==> config.mk <==
export PLATFORM = sky130hd
export DESIGN_NAME = dwd_top
export DESIGN_NICKNAME = d
export VERILOG_FILES = /design/src/hw/dwd_pkg.sv /design/src/hw/dwd_serial_rx.sv /design/src/hw/dwd_sine.sv /design/src/hw/dwd_top.sv
export SDC_FILE = /design/constraint.sdc
export NUM_CORES = 1
export LEC_CHECK = 0
export BUFFER_PORTS_ARGS = -buffer_cell sky130_fd_sc_hd__buf_4
export CORE_MARGIN = 5
export CORE_UTILIZATION = 41
export CTS_BUF_LIST = sky130_fd_sc_hd__clkbuf_16
export CTS_CLUSTER_DIAMETER = 80
export DETAILED_ROUTE_END_ITERATION = 10
export HOLD_SLACK_MARGIN = 0.12
export PLACE_DENSITY = 0.68
export SYNTH_ARGS = -nofsm -noshare
export SYNTH_HDL_FRONTEND = slang
export SYNTH_SLANG_ARGS = --single-unit
==> constraint.sdc <==
create_clock -name CLK -period 17.66 [get_ports CLK]
set_input_delay 2.649 -clock CLK [delete_from_list [all_inputs] [get_ports CLK]]
set_output_delay 2.649 -clock CLK [all_outputs]
set_load 0.03 [all_outputs]
==> src/hw/dwd_pkg.sv <==
// constants shared by the word decoder, its serial receiver and the sine stage
// assumes one 125 MHz clock and a synchronous active-high reset
package dwd_pkg;
   // datapath widths
   localparam int FW = 28;
   localparam int HW = 14;
   localparam int PW = 12;
   localparam int CW = 10;
   localparam int WB = 16;
   localparam logic [4:0] WORD_BITS = 5'h10;
   // destination codes in the two top bits of a word
   localparam logic [1:0] DST_CTRL = 2'h0;
   localparam logic [1:0] DST_TWA = 2'h1;
   localparam logic [1:0] DST_TWB = 2'h2;
   localparam logic [1:0] DST_PH = 2'h3;
   // control and phase word bit positions
   localparam int B_FULL = 13;
   localparam int B_HALF = 12;
   localparam int B_TSEL = 11;
   localparam int B_PSEL = 10;
   localparam int B_RST = 8;
   localparam int B_CSLP = 7;
   localparam int B_DSLP = 6;
   localparam int B_BITEN = 5;
   localparam int B_DIV = 3;
   localparam int B_MODE = 1;
   localparam int B_PHSEL = 13;
   // control starts with the accumulator held in reset
   localparam logic [15:0] CTRL_INIT = 16'h0100;
   // output codes and pipeline depth behind the waveform stage
   localparam logic [9:0] MID = 10'h200;
   localparam logic [9:0] ONES = 10'h3FF;
   localparam int DLY = 3;
   // register map, byte addresses
   localparam logic [7:0] A_WORD = 8'h00;
   localparam logic [7:0] A_CTRL = 8'h04;
   localparam logic [7:0] A_TWA = 8'h08;
   localparam logic [7:0] A_TWB = 8'h0C;
   localparam logic [7:0] A_PHA = 8'h10;
   localparam logic [7:0] A_PHB = 8'h14;
   localparam logic [7:0] A_ACC = 8'h18;
   localparam logic [1:0] RESP_OK = 2'h0;
   localparam logic [1:0] RESP_ERR = 2'h2;
   // output selection
   typedef enum logic [1:0] {
      SEL_SINE = 2'b00,
      SEL_TRI = 2'b01,
      SEL_BIT = 2'b10,
      SEL_RSV = 2'b11
   } dwd_sel_t;
endpackage

==> src/hw/dwd_serial_rx.sv <==
// three-wire serial word receiver, oversampled on the system clock
// assumes the serial clock is well below a quarter of the system clock
`timescale 1ns/10ps
module dwd_serial_rx (
   input wire logic clk,
   input wire logic reset,
   input wire logic sclk,
   input wire logic frame_sync_n_n,
   input wire logic serial_in,
   output logic [15:0] word,
   output logic word_valid
);
   logic [2:0] sclk_reg;
   logic [2:0] fs_reg;
   logic [1:0] sd_reg;
   logic [4:0] cnt_reg;
   logic sclk_fall;
   logic fs_rise;

   // two flops per pin, a third stage only for edge detection
   always_ff @(posedge clk) begin
      if (reset) begin
         sclk_reg <= 3'h0;
         fs_reg <= 3'h7;
         sd_reg <= 2'h0;
      end else begin
         sclk_reg <= {sclk_reg[1:0], sclk};
         fs_reg <= {fs_reg[1:0], frame_sync_n_n};
         sd_reg <= {sd_reg[0], serial_in};
      end
   end
   assign sclk_fall = sclk_reg[2] & ~sclk_reg[1];
   assign fs_rise = ~fs_reg[2] & fs_reg[1];

   // shift msb first; bits past sixteen are dropped
   always_ff @(posedge clk) begin
      if (reset) begin
         cnt_reg <= 5'h0;
         word <= 16'h0000;
         word_valid <= 1'b0;
      end else begin
         word_valid <= fs_rise && cnt_reg == dwd_pkg::WORD_BITS;
         if (fs_reg[1]) begin
            cnt_reg <= 5'h0;
         end else if (sclk_fall && cnt_reg != dwd_pkg::WORD_BITS) begin
            cnt_reg <= cnt_reg + 5'h1;
            word <= {word[14:0], sd_reg[1]};
         end
      end
   end
endmodule

==> src/hw/dwd_sine.sv <==
// sine amplitude stage: half-wave parabola around midscale, one register deep
// assumes the phase input is stable while adv is low
`timescale 1ns/10ps
module dwd_sine (
   input wire logic clk,
   input wire logic reset,
   input wire logic adv,
   input wire logic [11:0] phase,
   output logic [9:0] code
);
   logic [10:0] x;
   logic [22:0] prod;
   logic [9:0] mag;

   // parabola keeps the table to a multiplier instead of a rom
   assign x = phase[10:0];
   assign prod = 23'(x) * 23'(12'h800 - {1'b0, x});
   assign mag = (prod[21:11] > 11'h1FF) ? 10'h1FF : prod[20:11];

   always_ff @(posedge clk) begin
      if (reset) begin
         code <= dwd_pkg::MID;
      end else if (adv) begin
         code <= phase[11] ? dwd_pkg::MID - mag : dwd_pkg::MID + mag;
      end
   end
endmodule

==> src/hw/dwd_top.sv <==
// word decoder, phase accumulator and output selection of the waveform core
// assumes serial pins from off chip and an axi4-lite master on CLK
// ****************************************************************
// Behaviour
// top bits 01 load tuning word a, 10 tuning word b, payload bits 13..0
// full-width mode: two writes, low 14 bits then high 14 bits
// top bits 00 form a control word; bit 13 full-width, bit 12 half select
// half-width mode: half select picks which 14-bit half a write updates
// host should alternate tuning words for sweeps to avoid glitches
// top bits 11 load phase offset; bit 13 picks a or b, 12 bits value
// reset bit clears the accumulator, output midscale, registers kept
// signal reaches the output seven cycles after reset bit clears
// host holds reset bit while loading registers, then clears it
// clock sleep freezes accumulator and holds the output value
// dac sleep powers down the converter independent of clock sleep
// words are still decoded while clock sleep is set
// bit enable and mode pick sine, triangle or msb output
// divide select picks msb when 1, msb halved when 0
// triangle mode bypasses the sine stage, 10-bit linear ramp
// sine mode passes accumulator plus offset through the sine stage
// tuning select picks which tuning word increments the accumulator
// phase select picks which phase offset adds to the accumulator
// host frames sixteen bits msb first with frame sync low
// full-width mode keeps a per-register low/high toggle flag
// a word is applied after frame sync rises, short frames dropped
// ****************************************************************
`timescale 1ns/10ps
module dwd_top (
   input wire logic CLK,
   input wire logic RESET,
   input wire logic SCLK,
   input wire logic FRAME_SYNC_N_N,
   input wire logic SERIAL_IN,
   input wire logic [7:0] S_AXI_AWADDR,
   input wire logic S_AXI_AWVALID,
   output logic S_AXI_AWREADY,
   input wire logic [31:0] S_AXI_WDATA,
   input wire logic [3:0] S_AXI_WSTRB,
   input wire logic S_AXI_WVALID,
   output logic S_AXI_WREADY,
   output logic [1:0] S_AXI_BRESP,
   output logic S_AXI_BVALID,
   input wire logic S_AXI_BREADY,
   input wire logic [7:0] S_AXI_ARADDR,
   input wire logic S_AXI_ARVALID,
   output logic S_AXI_ARREADY,
   output logic [31:0] S_AXI_RDATA,
   output logic [1:0] S_AXI_RRESP,
   output logic S_AXI_RVALID,
   input wire logic S_AXI_RREADY,
   output logic [9:0] WAVE_OUT,
   output logic DAC_OFF
);
   // ****************************************************************
   // serial word source
   // ****************************************************************
   logic [15:0] ser_word;
   logic ser_valid;

   dwd_serial_rx u_rx (
      .clk(CLK),
      .reset(RESET),
      .sclk(SCLK),
      .frame_sync_n_n(FRAME_SYNC_N_N),
      .serial_in(SERIAL_IN),
      .word(ser_word),
      .word_valid(ser_valid)
   );

   // ****************************************************************
   // axi4-lite slave
   // ****************************************************************
   logic aw_hold_reg;
   logic w_hold_reg;
   logic [7:0] aw_addr_reg;
   logic [15:0] w_data_reg;
   logic [1:0] w_strb_reg;
   logic axi_do;
   logic inj_valid;
   logic [15:0] last_word_reg;

   // map check, used by both the write and the read side
   function automatic logic is_mapped(input logic [7:0] a);
      is_mapped = a == dwd_pkg::A_WORD || a == dwd_pkg::A_CTRL ||
         a == dwd_pkg::A_TWA || a == dwd_pkg::A_TWB ||
         a == dwd_pkg::A_PHA || a == dwd_pkg::A_PHB ||
         a == dwd_pkg::A_ACC;
   endfunction

   // a serial word owns the decoder this cycle, so the bus write waits
   assign axi_do = aw_hold_reg && w_hold_reg && !S_AXI_BVALID && !ser_valid;
   assign inj_valid = axi_do && aw_addr_reg == dwd_pkg::A_WORD &&
      w_strb_reg == 2'h3;

   // address and data are taken independently, in either order
   always_ff @(posedge CLK) begin
      if (RESET) begin
         aw_hold_reg <= 1'b0;
         w_hold_reg <= 1'b0;
         aw_addr_reg <= 8'h00;
         w_data_reg <= 16'h0000;
         w_strb_reg <= 2'h0;
         S_AXI_AWREADY <= 1'b0;
         S_AXI_WREADY <= 1'b0;
      end else begin
         if (S_AXI_AWVALID && S_AXI_AWREADY) begin
            aw_hold_reg <= 1'b1;
            aw_addr_reg <= {S_AXI_AWADDR[7:2], 2'h0};
         end else if (axi_do) begin
            aw_hold_reg <= 1'b0;
         end
         if (S_AXI_WVALID && S_AXI_WREADY) begin
            w_hold_reg <= 1'b1;
            w_data_reg <= S_AXI_WDATA[15:0];
            w_strb_reg <= S_AXI_WSTRB[1:0];
         end else if (axi_do) begin
            w_hold_reg <= 1'b0;
         end
         S_AXI_AWREADY <= !aw_hold_reg && !(S_AXI_AWVALID && S_AXI_AWREADY);
         S_AXI_WREADY <= !w_hold_reg && !(S_AXI_WVALID && S_AXI_WREADY);
      end
   end

   // write response follows the register update
   always_ff @(posedge CLK) begin
      if (RESET) begin
         S_AXI_BVALID <= 1'b0;
         S_AXI_BRESP <= dwd_pkg::RESP_OK;
      end else if (axi_do) begin
         S_AXI_BVALID <= 1'b1;
         S_AXI_BRESP <= is_mapped(aw_addr_reg) ? dwd_pkg::RESP_OK : dwd_pkg::RESP_ERR;
      end else if (S_AXI_BREADY) begin
         S_AXI_BVALID <= 1'b0;
      end
   end

   // ****************************************************************
   // word decode and register file
   // ****************************************************************
   logic dec_valid;
   logic [15:0] dec_word;
   logic [15:0] ctrl_reg;
   logic [27:0] tw_reg [2];
   logic [1:0] hi_flag_reg;
   logic [11:0] ph_reg [2];
   logic is_ctrl;
   logic rst_bit;
   logic run;

   // serial and bus-injected words share one decoder
   assign dec_valid = ser_valid || inj_valid;
   assign dec_word = ser_valid ? ser_word : w_data_reg;
   assign is_ctrl = dec_valid && dec_word[15:14] == dwd_pkg::DST_CTRL;
   assign rst_bit = ctrl_reg[dwd_pkg::B_RST];
   assign run = !ctrl_reg[dwd_pkg::B_CSLP];

   // decoding ignores sleep, so writes land while the clock is gated
   always_ff @(posedge CLK) begin
      if (RESET) begin
         ctrl_reg <= dwd_pkg::CTRL_INIT;
         last_word_reg <= 16'h0000;
      end else if (dec_valid) begin
         last_word_reg <= dec_word;
         if (is_ctrl) begin
            ctrl_reg <= {2'h0, dec_word[13:0]};
         end
      end
   end

   // two tuning words; each holds its own low/high toggle
   for (genvar i = 0; i < 2; i++) begin : g_tw
      localparam logic [1:0] DST = (i == 0) ? dwd_pkg::DST_TWA : dwd_pkg::DST_TWB;
      logic hit;
      logic hi;
      assign hit = dec_valid && dec_word[15:14] == DST;
      // full width follows the toggle, else the half select bit
      assign hi = ctrl_reg[dwd_pkg::B_FULL] ? hi_flag_reg[i] :
         ctrl_reg[dwd_pkg::B_HALF];

      always_ff @(posedge CLK) begin
         if (RESET) begin
            tw_reg[i] <= 28'h0000000;
         end else if (hit && hi) begin
            tw_reg[i][27:14] <= dec_word[13:0];
         end else if (hit) begin
            tw_reg[i][13:0] <= dec_word[13:0];
         end
      end

      // a control word restarts the pair at the low half
      always_ff @(posedge CLK) begin
         if (RESET || is_ctrl) begin
            hi_flag_reg[i] <= 1'b0;
         end else if (hit && ctrl_reg[dwd_pkg::B_FULL]) begin
            hi_flag_reg[i] <= !hi_flag_reg[i];
         end
      end
   end

   // phase offsets; bit 12 of the word is a don't-care
   always_ff @(posedge CLK) begin
      if (RESET) begin
         ph_reg[0] <= 12'h000;
         ph_reg[1] <= 12'h000;
      end else if (dec_valid && dec_word[15:14] == dwd_pkg::DST_PH) begin
         ph_reg[dec_word[dwd_pkg::B_PHSEL]] <= dec_word[11:0];
      end
   end

   // ****************************************************************
   // accumulator and phase stage
   // ****************************************************************
   logic [27:0] acc_reg;
   logic acc_live_reg;
   logic [11:0] phase_reg;
   logic ph_live_reg;

   // increment from the selected tuning word; reset bit clears it
   always_ff @(posedge CLK) begin
      if (RESET) begin
         acc_reg <= 28'h0000000;
         acc_live_reg <= 1'b0;
      end else if (run) begin
         acc_live_reg <= !rst_bit;
         if (rst_bit) begin
            acc_reg <= 28'h0000000;
         end else begin
            acc_reg <= acc_reg + tw_reg[ctrl_reg[dwd_pkg::B_TSEL]];
         end
      end
   end

   // top twelve accumulator bits plus the selected offset
   always_ff @(posedge CLK) begin
      if (RESET) begin
         phase_reg <= 12'h000;
         ph_live_reg <= 1'b0;
      end else if (run) begin
         phase_reg <= acc_reg[27:16] + ph_reg[ctrl_reg[dwd_pkg::B_PSEL]];
         ph_live_reg <= acc_live_reg && !rst_bit;
      end
   end

   // ****************************************************************
   // waveform stage and delay line
   // ****************************************************************
   logic [9:0] sin_code;
   logic [9:0] tri_reg;
   logic msb_reg;
   logic wv_live_reg;
   logic [11:0] dly_reg [dwd_pkg::DLY + 1];

   dwd_sine u_sine (
      .clk(CLK),
      .reset(RESET),
      .adv(run),
      .phase(phase_reg),
      .code(sin_code)
   );

   // fold the top phase bit into a linear up/down ramp
   always_ff @(posedge CLK) begin
      if (RESET) begin
         tri_reg <= 10'h000;
         msb_reg <= 1'b0;
         wv_live_reg <= 1'b0;
      end else if (run) begin
         tri_reg <= phase_reg[11] ? ~phase_reg[10:1] : phase_reg[10:1];
         msb_reg <= phase_reg[11];
         wv_live_reg <= ph_live_reg && !rst_bit;
      end
   end

   // stage 0 selects sine or ramp; the line only adds latency
   assign dly_reg[0] = {wv_live_reg && !rst_bit, msb_reg,
      ctrl_reg[dwd_pkg::B_MODE] ? tri_reg : sin_code};

   for (genvar k = 1; k <= dwd_pkg::DLY; k++) begin : g_dly
      always_ff @(posedge CLK) begin
         if (RESET) begin
            dly_reg[k] <= {2'h0, dwd_pkg::MID};
         end else if (run) begin
            dly_reg[k] <= {dly_reg[k-1][11] && !rst_bit, dly_reg[k-1][10:0]};
         end
      end
   end

   // ****************************************************************
   // output selection
   // ****************************************************************
   dwd_pkg::dwd_sel_t sel;
   logic [11:0] tail;
   logic msb_prev_reg;
   logic half_reg;
   logic out_live_reg;
   logic [9:0] out_next;

   assign tail = dly_reg[dwd_pkg::DLY];
   assign sel = dwd_pkg::dwd_sel_t'({ctrl_reg[dwd_pkg::B_BITEN], ctrl_reg[dwd_pkg::B_MODE]});

   // halved square: toggle on each rising msb
   always_ff @(posedge CLK) begin
      if (RESET) begin
         msb_prev_reg <= 1'b0;
         half_reg <= 1'b0;
      end else if (run) begin
         msb_prev_reg <= tail[10];
         if (!tail[11]) begin
            half_reg <= 1'b0;
         end else if (tail[10] && !msb_prev_reg) begin
            half_reg <= !half_reg;
         end
      end
   end

   // the reserved pairing parks the output at midscale
   always_comb begin
      unique case (sel)
         dwd_pkg::SEL_SINE: out_next = tail[9:0];
         dwd_pkg::SEL_TRI: out_next = tail[9:0];
         dwd_pkg::SEL_BIT: begin
            if (ctrl_reg[dwd_pkg::B_DIV] ? tail[10] : half_reg) begin
               out_next = dwd_pkg::ONES;
            end else begin
               out_next = 10'h000;
            end
         end
         dwd_pkg::SEL_RSV: out_next = dwd_pkg::MID;
      endcase
   end

   // output holds while asleep; midscale until live data arrives
   always_ff @(posedge CLK) begin
      if (RESET) begin
         WAVE_OUT <= dwd_pkg::MID;
         out_live_reg <= 1'b0;
      end else if (run) begin
         out_live_reg <= tail[11] && !rst_bit;
         WAVE_OUT <= (tail[11] && !rst_bit) ? out_next : dwd_pkg::MID;
      end
   end

   // converter power-down is its own bit, independent of clock sleep
   always_ff @(posedge CLK) begin
      if (RESET) begin
         DAC_OFF <= 1'b0;
      end else begin
         DAC_OFF <= ctrl_reg[dwd_pkg::B_DSLP];
      end
   end

   // ****************************************************************
   // read side
   // ****************************************************************
   function automatic logic [31:0] rd_mux(input logic [7:0] a);
      unique case (a)
         dwd_pkg::A_WORD: rd_mux = {16'h0000, last_word_reg};
         dwd_pkg::A_CTRL: rd_mux = {16'h0000, ctrl_reg};
         dwd_pkg::A_TWA: rd_mux = {4'h0, tw_reg[0]};
         dwd_pkg::A_TWB: rd_mux = {4'h0, tw_reg[1]};
         dwd_pkg::A_PHA: rd_mux = {20'h00000, ph_reg[0]};
         dwd_pkg::A_PHB: rd_mux = {20'h00000, ph_reg[1]};
         dwd_pkg::A_ACC: rd_mux = {4'h0, acc_reg};
         default: rd_mux = 32'h00000000;
      endcase
   endfunction

   // one read in flight; answer the cycle after the address is taken
   always_ff @(posedge CLK) begin
      if (RESET) begin
         S_AXI_ARREADY <= 1'b0;
         S_AXI_RVALID <= 1'b0;
         S_AXI_RDATA <= 32'h00000000;
         S_AXI_RRESP <= dwd_pkg::RESP_OK;
      end else if (S_AXI_ARVALID && S_AXI_ARREADY) begin
         S_AXI_ARREADY <= 1'b0;
         S_AXI_RVALID <= 1'b1;
         S_AXI_RDATA <= rd_mux({S_AXI_ARADDR[7:2], 2'h0});
         S_AXI_RRESP <= is_mapped({S_AXI_ARADDR[7:2], 2'h0}) ?
            dwd_pkg::RESP_OK : dwd_pkg::RESP_ERR;
      end else if (S_AXI_RVALID) begin
         S_AXI_RVALID <= !S_AXI_RREADY;
         S_AXI_ARREADY <= S_AXI_RREADY;
      end else begin
         S_AXI_ARREADY <= 1'b1;
      end
   end
endmodule

==> impl_metrics.json, run 1 <==
{
  "p_leak_uw": 0.00836,
  "hold_path_class": "flop to flop",
  "synthesis.area_sq_um": 19000,
  "start_util_pct": 41.6,
  "clock_latency_ps": 570,
  "nets": 2348,
  "tightest_slew_ps": 1200,
  "critPathKind": "flop to flop",
  "rsz0062_at_grt": "no",
  "drtIter0Drc": 1274,
  "pwr-share-seq_pct": 43.7,
  "vdd_ir_drop_max_uv": 83.9,
  "synth.top_cells.by_count": "279 x nor2_1, 238 x dfxtp_1, 186 x nand2_1",
  "p_int_uw": 1270,
  "core_area_sq_um": 45600,
  "fmax_mhz": 119,
  "synth_edf_count": 80,
  "syn_inst": 2059,
  "worstSetupStartpointType": "flop",
  "antenna_found_initial": 0,
  "cts_hold_buf": 0,
  "min_path_cells": 1,
  "synthArstFlopShare_pct": 0,
  "pwr-share-comb_pct": 23.7,
  "hpwl_mm": 34.7,
  "boundaryPins": 114,
  "yosysTopAreaCell": "dfxtp_1",
  "detail_route.first_pass.iterations": 6,
  "gp_congestion": 0.855,
  "required_ps": 18130,
  "yosys_warnings": 0,
  "yosysSeqAreaShare_pct": 37.8,
  "postRouteAntennaNets": 0,
  "grt_remaining_overflow": 0,
  "routed_wl_mm": 48.5,
  "fin_util_pct": 46.0,
  "p_total_uw": 1830,
  "status": "finished, final reports clean",
  "rrSetupSlack_ps": 9230,
  "clock_sinks": 318,
  "tritoncts": "done",
  "multi_input_area_sq_um": 10900,
  "final.min_clock_period_ps": 8430,
  "gr-usage-all-layers_pct": 18.8,
  "drive_gt1_share_pct": 9.76,
  "slew_headroom_pct": 17.6,
  "num_antenna_cells": 0,
  "largest_reg_flops": 56,
  "post_cts_buffers": 0,
  "whs_endpoint": "u_rx.word_valid",
  "io_buffers": 85,
  "worstReg2RegEnd": "u_sine.code[7]",
  "die_x_um": 225,
  "grt_max_degree": 71,
  "grt_pass1_vias": 15100,
  "setup-violations-final": 0,
  "startpoint": "phase_reg[1]",
  "switching_share_pct": 30.4,
  "crit_fanout": 10,
  "routedWlPerCell_um": 17.9,
  "cts-root-buf": "clkbuf_16",
  "cts.path.max_buffers": 3,
  "fill_cells": 4301,
  "hold_ws_ps": 391,
  "clock_skew_ps": 10.9,
  "tns_ps": 0,
  "cts_buffers": 30,
  "htreeDepth": 1,
  "clock_power_share_pct": 32.6,
  "pwr_density_cell_nw_per_um2": 87.1,
  "maxSlewViolCount": 0,
  "core.rowCount": 78,
  "p_sw_uw": 555,
  "cap_violations": 0,
  "grt_pass1_wl_mm": 78.7,
  "num_vias": 14900,
  "clkTransAtPathRegs_ps": 70,
  "drt-vias-per-instance": 5.50,
  "route.detailed.drc": 0,
  "ys_types": 78,
  "die_height_um": 225,
  "r2r-start": "phase_reg[1]",
  "yosysMostFrequentCell": "nor2_1",
  "cp-end-kind": "flop",
  "synth-seq-cells": 318,
  "r2r_cells": 26,
  "postSynthAreaPerCell_sq_um": 9.21,
  "final-hold-violation-count": 0,
  "seqCellArea_sq_um": 7170,
  "dieArea_sq_um": 50600,
  "synth_top_area_share_pct": 25.1,
  "ys.flop_type": "dfxtp_1",
  "cp.arrival_ps": 8890,
  "cts_resized": 0,
  "hp-start": "u_rx.fs_reg[2]",
  "synth.top_cells.by_area": "dfxtp_1 25%, edfxtp_1 13%, fa_1 9.4%, ha_1 7.1%, nor2_1 5.5%",
  "area_delta_synth_final_pct": 10.5,
  "fin_crit_sh_pct": 47.7
}
[cell type report]
class,instances,area share (%)
multi-input cells,1504,51.8
flip-flops and latches,318,34.2
repair buffers,106,3.81
clock buffers,30,3.58
well taps,600,3.58
inverters,129,2.31
clock inverters,24,0.686
[worst max path at each step]
stage                                end  slack, ps
after floorplan           u_sine.code[8]      10340
after global placement    u_sine.code[7]       9370
after detailed placement  u_sine.code[7]       9250
after CTS                 u_sine.code[7]       9220
after global routing      u_sine.code[8]       8680
final                     u_sine.code[7]       9230
[critical path, cell delays in order (launching register included)]
cell	delay (ps)
dfxtp_1	740
inv_1	350
ha_1	300
nand2_1	90
nor3_1	80
nor3b_1	210
nor3b_1	190
ha_1	450
nand2b_1	230
fa_1	510
inv_1	50
fa_1	520
fa_1	450
fa_1	550
inv_1	50
fa_1	530
inv_1	40
ha_1	410
a21oi_2	230
nand2_1	120
a2111oi_0	700
o21bai_1	240
xnor2_2	340
nand2_2	110
or3_4	400
xnor2_1	130
a221oi_1	270
[stage by stage]
stage / cells / setup WS [ps] / cell area [sq um]
2_1_floorplan: 2073 / 10340 / 19000
3_3_place_gp: 2657 / 9370 / 20100
3_5_place_dp: 2657 / 9250 / 20100
4_1_cts: 2711 / 9220 / 21000
5_1_grt: 2711 / 8680 / 21000
6_report: 2711 / 9230 / 21000
[per-layer routing]
metal | vias to the layer above | GRT usage, % | share of wire, %
li1 | 7139 | - | -
met1 | 7176 | 24.0 | 41
met2 | 488 | 33.0 | 49
met3 | 100 | 2.01 | 5.7
met4 | 0 | 6.84 | 3.7
met5 | - | 0 | 0
[power groups by stage]
stage	combinational, uW	clock, uW	sequential, uW
after floorplan	332	0	809
after global placement	418	0	814
after detailed placement	427	0	815
after CTS	432	607	799
after global routing	490	636	802
final	432	595	799
[placed cells by master, fill, tap and decap left out, types with 26 or more instances in the layout]
| master | instances |
|---|---|
| xnor2_1 | 26 |
| clkbuf_16 | 30 |
| nand2b_1 | 51 |
| nand2_1 | 186 |
| edfxtp_1 | 80 |
| xor2_1 | 33 |
| a211oi_1 | 34 |
| inv_1 | 139 |
| nor2_1 | 278 |
| a22oi_1 | 48 |
| o21ai_0 | 42 |
| ha_1 | 108 |
| a21oi_1 | 157 |
| dfxtp_1 | 237 |
| buf_4 | 105 |
| mux2_2 | 40 |
| mux2i_1 | 63 |
| fa_1 | 89 |
| nor2b_1 | 61 |
[kinds of logic after synthesis]
family | synth area share, %
buffers and inverters | 5.27
multiplexers | 5.70
adder cells (fa/ha/maj) | 16.5
other | 0.0396
AND/OR/NAND/NOR | 17.3
AO/OA/AOI/OAI | 14.5
flip-flops | 37.8
XOR/XNOR | 2.90
No activity file was read; power rests on OpenSTA's default activity.
==> run 2, diff against run 1 <==
Clock period 17.66 ns to 8.25 ns, I/O delays scaled along.
==> impl_metrics.json, run 2 (same netlist as run 1, synthesis figures left out) <==
{
  "routedWlPerCell_um": 17.9,
  "num_antenna_cells": 0,
  "gp_congestion": 0.883,
  "hold_path_class": "flop to flop",
  "core_area_sq_um": 45600,
  "worstSetupStartpointType": "flop",
  "tightest_slew_ps": 1310,
  "cp_common_cell": "fa_1",
  "cap_violations": 0,
  "route.detailed.drc": 0,
  "grt_pass1_wl_mm": 78.5,
  "fin_util_pct": 46.3,
  "antenna_found_initial": 0,
  "final_cell_mix": "278 x nor2_1, 237 x dfxtp_1, 186 x nand2_1",
  "cp.arrival_ps": 8030,
  "dr_wl_met3_mm": 2.84,
  "die_x_um": 225,
  "final-hold-violation-count": 0,
  "cts-root-buf": "clkbuf_16",
  "pwr_density_cell_nw_per_um2": 190,
  "p_total_uw": 4000,
  "min_path_cells": 1,
  "routed_wl_mm": 48.6,
  "dr.max_layer_used": "met4",
  "clock_latency_ps": 590,
  "num_vias": 14900,
  "nets": 2353,
  "gr-usage-all-layers_pct": 18.9,
  "slowest_stage": "fa_1",
  "p_leak_uw": 0.00839,
  "dieArea_sq_um": 50600,
  "fin_crit_sh_pct": 92.1,
  "stdcell_count": 2719,
  "grt_remaining_overflow": 0,
  "area_delta_synth_final_pct": 11.2,
  "crit_path_max_incr_delay_ps": 550,
  "hpwl_mm": 34.6,
  "clock_skew_ps": 14.5,
  "postRouteAntennaNets": 0,
  "htreeDepth": 1,
  "slew_headroom_pct": 10.5,
  "die_height_um": 225,
  "grt_pass1_vias": 14800,
  "dp.cells": 2661,
  "final_common_cell": "nor2_1",
  "vdd_ir_drop_max_uv": 169,
  "fmax_mhz": 132,
  "post_cts_buffers": 0,
  "tritoncts": "done",
  "cts_buffers": 31,
  "met2_length_mm": 23.9,
  "core.rowCount": 78,
  "cts.path.max_buffers": 3,
  "maxSlewViolCount": 0,
  "drtIter0Drc": 1256,
  "status": "finished, final reports clean",
  "r2r_cells": 30,
  "setup-violations-final": 0,
  "drive_gt1_share_pct": 10.2,
  "boundaryPins": 114,
  "critPathKind": "flop to flop",
  "largest_reg_flops": 56,
  "final.min_clock_period_ps": 7600,
  "io_buffers": 85,
  "crit_fanout": 15,
  "clock_sinks": 318,
  "drt-met1-wl_mm": 20.2,
  "start_util_pct": 41.6,
  "required_ps": 8680,
  "drt-vias-per-instance": 5.49,
  "cp-end-kind": "flop",
  "detail_route.first_pass.iterations": 8,
  "grt_max_degree": 91,
  "clkTransAtPathRegs_ps": 60
}
## run 2: cell types whose count changed in the layout (fill, tap and decap cells not counted), sizes merged
cell      delta
clkinv       +3
bufinv       +1
buf          +4
clkinvlp     +2
clkbuf       +1
inv          -3
## run 2: timing repair
item                       in CTS  in global routing
setup endpoints to repair       0                  3
gates resized for setup         0                  3
hold buffers                    0                  0
## run 2: final timing paths
kind	start	end	slack, ps
worst max-delay path	phase_reg[0]	u_sine.code[8]	650
worst min-delay path	u_rx.fs_reg[2]	u_rx.word_valid	390
worst max register to register	phase_reg[0]	u_sine.code[8]	650
worst min register to register	u_rx.fs_reg[2]	u_rx.word_valid	390
## run 2: where the power goes
part           switching [uW]  internal [uW]  total (uW)
Sequential               41.9           1670        1710
Combinational             556            368         924
Clock                     617            750        1370
## run 2: layout make-up
| type | instances | area (sq um) |
|---|---|---|
| well taps | 600 | 751 |
| repair buffers | 110 | 830 |
| multi-input cells | 1504 | 10900 |
| clock buffers | 31 | 776 |
| inverters | 129 | 484 |
| fillers | 4313 | 24500 |
| clock inverters | 27 | 199 |
| flip-flops and latches | 318 | 7170 |
## run 2: per-layer routing
layer | GRT usage (%) | vias to the layer above
li1 | - | 7142
met1 | 24.1 | 7207
met2 | 33.0 | 497
met3 | 2.25 | 93
met4 | 6.74 | 0
met5 | 0 | -
## run 2: critical path: cells and delay by family (launching register included)
kind | cells | cell delay (ps)
simple gates | 12 | 2200
compound gates | 2 | 440
fa+ha+maj | 9 | 3640
xor+xnor | 1 | 130
flops | 1 | 320
buf+inv | 5 | 480
mux | 1 | 230
## run 2: per-stage QoR
step           TNS, ps  cell area [sq um]  worst slack [ps]  hold slack (ps)
6_report             0              21100               651              394
5_1_grt          -29.6              21100             -29.6              409
3_3_place_gp         0              20100               623              383
2_1_floorplan        0              19000               932              376
4_1_cts              0              21100               426              394
3_5_place_dp         0              20100               455              384
==> run 3, diff against run 2 <==
Settings changed: CELL_PAD_IN_SITES_DETAIL_PLACEMENT set to 0, CELL_PAD_IN_SITES_GLOBAL_PLACEMENT set to 1, PLACE_DENSITY 0.68 to 0.82.
==> impl_metrics.json, run 3 (same netlist as run 1, synthesis figures left out) <==
{
  "setup-violations-final": 0,
  "hold_path_class": "flop to flop",
  "tns_ps": 0,
  "core.rowCount": 78,
  "drive_gt1_share_pct": 10.3,
  "cp.arrival_ps": 8120,
  "postRouteAntennaNets": 0,
  "cts-root-buf": "clkbuf_16",
  "boundaryPins": 114,
  "grt_pass1_wl_mm": 77.7,
  "routedWlPerCell_um": 17.8,
  "gp_congestion": 0.869,
  "grt_max_degree": 85,
  "clock_power_share_pct": 36.2,
  "num_vias": 14700,
  "fin_util_pct": 46.5,
  "post_cts_buffers": 0,
  "hpwl_mm": 34.3,
  "fin_crit_sh_pct": 93.1,
  "worstReg2RegEnd": "u_sine.code[8]",
  "tightest_slew_ps": 1280,
  "crit_path_max_incr_delay_ps": 530,
  "p_leak_uw": 0.00844,
  "final.min_clock_period_ps": 7680,
  "p_total_uw": 4100,
  "r2r-start": "phase_reg[0]",
  "slew_headroom_pct": 14.5,
  "antenna_found_initial": 0,
  "die_x_um": 225,
  "drtIter0Drc": 1117,
  "core_area_sq_um": 45600,
  "pwr-share-seq_pct": 41.6,
  "pwr-share-comb_pct": 22.2,
  "clkTransAtPathRegs_ps": 70,
  "p_int_uw": 2910,
  "grt_pass1_vias": 14800,
  "area_delta_synth_final_pct": 11.7,
  "dieArea_sq_um": 50600,
  "clock_skew_ps": 9.08,
  "nets": 2351,
  "grt_remaining_overflow": 0,
  "r2r_cells": 30,
  "dp.cells": 2659,
  "start_util_pct": 41.6,
  "drt-vias-per-instance": 5.41,
  "cts_buffers": 31,
  "vdd_ir_drop_max_uv": 145,
  "rrSetupSlack_ps": 570,
  "largest_reg_flops": 56,
  "num_antenna_cells": 0,
  "maxSlewViolCount": 0,
  "pre_cts_slack_ps": 518,
  "critPathKind": "flop to flop",
  "route.detailed.drc": 0,
  "final_cell_mix": "278 x nor2_1, 237 x dfxtp_1, 186 x nand2_1",
  "crit_fanout": 15,
  "tritoncts": "done",
  "finalWorstSetupSlack_ps": 566,
  "cp-end-kind": "flop",
  "clock_latency_ps": 580,
  "rsz0062_at_grt": "no",
  "routed_wl_mm": 48.4,
  "htreeDepth": 1,
  "gr-usage-all-layers_pct": 18.7,
  "io_buffers": 85,
  "worstSetupStartpointType": "flop",
  "switching_share_pct": 29.0,
  "pwr_density_cell_nw_per_um2": 194,
  "cp_common_cell": "fa_1",
  "final-hold-violation-count": 0,
  "min_path_cells": 1,
  "cap_violations": 0,
  "required_ps": 8690,
  "cts.path.max_buffers": 3,
  "detail_route.first_pass.iterations": 7,
  "slowest_stage": "fa_1",
  "die_height_um": 225,
  "clock_sinks": 318,
  "whs_endpoint": "u_rx.word_valid",
  "fmax_mhz": 130,
  "final_common_cell": "nor2_1",
  "hp-start": "u_rx.fs_reg[2]",
  "stdcell_count": 2717,
  "p_sw_uw": 1190,
  "status": "finished, final reports clean"
}
run 3: final cells by class:
| cell class | instances | area, sq um |
|---|---|---|
| clock inverter | 25 | 255 |
| sequential | 318 | 7170 |
| tap | 600 | 751 |
| multi-input combinational | 1504 | 10900 |
| fill | 4255 | 24400 |
| inverter | 129 | 484 |
| clock buffer | 33 | 826 |
| timing repair buffer | 108 | 815 |
run 3: worst max-delay path, delay by kind of cell (launching register included):
family | cells | cell delay (ps)
AO/OA/AOI/OAI | 5 | 940
XOR/XNOR | 1 | 130
adder cells (fa/ha/maj) | 9 | 3530
buffers and inverters | 5 | 580
flip-flops | 1 | 310
multiplexers | 1 | 230
AND/OR/NAND/NOR | 9 | 1820
run 3: per-stage QoR:
step / area, sq um / hold slack, ps
6_report: 21200 / 389
5_1_grt: 21200 / 420
3_5_place_dp: 20100 / 384
2_1_floorplan: 19000 / 376
3_3_place_gp: 20100 / 387
4_1_cts: 21200 / 392
run 3: power by group through the flow:
stage | registers (uW) | clock network (uW) | logic (uW)
2_1_floorplan | 1730 | 0 | 711
3_3_place_gp | 1740 | 0 | 893
5_1_grt | 1720 | 1580 | 1030
3_5_place_dp | 1740 | 0 | 902
6_report | 1710 | 1490 | 910
4_1_cts | 1710 | 1520 | 913
run 3: repair_timing:
action | 4_1_cts | 5_1_grt
hold buffers | 0 | 0
endpoints found under the setup margin | 0 | 2
endpoints found under the hold margin | 0 | 0
resized for setup | 0 | 1
run 3: worst max-delay path by stage:
| stage | start | endpoint | slack [ps] | cells after the start |
|---|---|---|---|---|
| after detailed placement | phase_reg[0] | u_sine.code[8] | 520 | 30 |
| after floorplan | phase_reg[1] | u_sine.code[8] | 930 | 32 |
| after CTS | phase_reg[0] | u_sine.code[8] | 510 | 30 |
| after global placement | phase_reg[0] | u_sine.code[8] | 640 | 29 |
| final | phase_reg[0] | u_sine.code[8] | 570 | 30 |
| after global routing | phase_reg[0] | u_sine.code[8] | 70 | 29 |
run 3: layer usage:
| layer | vias to the layer above | GRT usage [%] | share of wire, % |
|---|---|---|---|
| met5 | - | 0 | 0 |
| met4 | 0 | 6.11 | 3.3 |
| met3 | 86 | 2.61 | 4.9 |
| met2 | 380 | 33.1 | 49 |
| met1 | 7086 | 23.6 | 42 |
| li1 | 7158 | - | - |
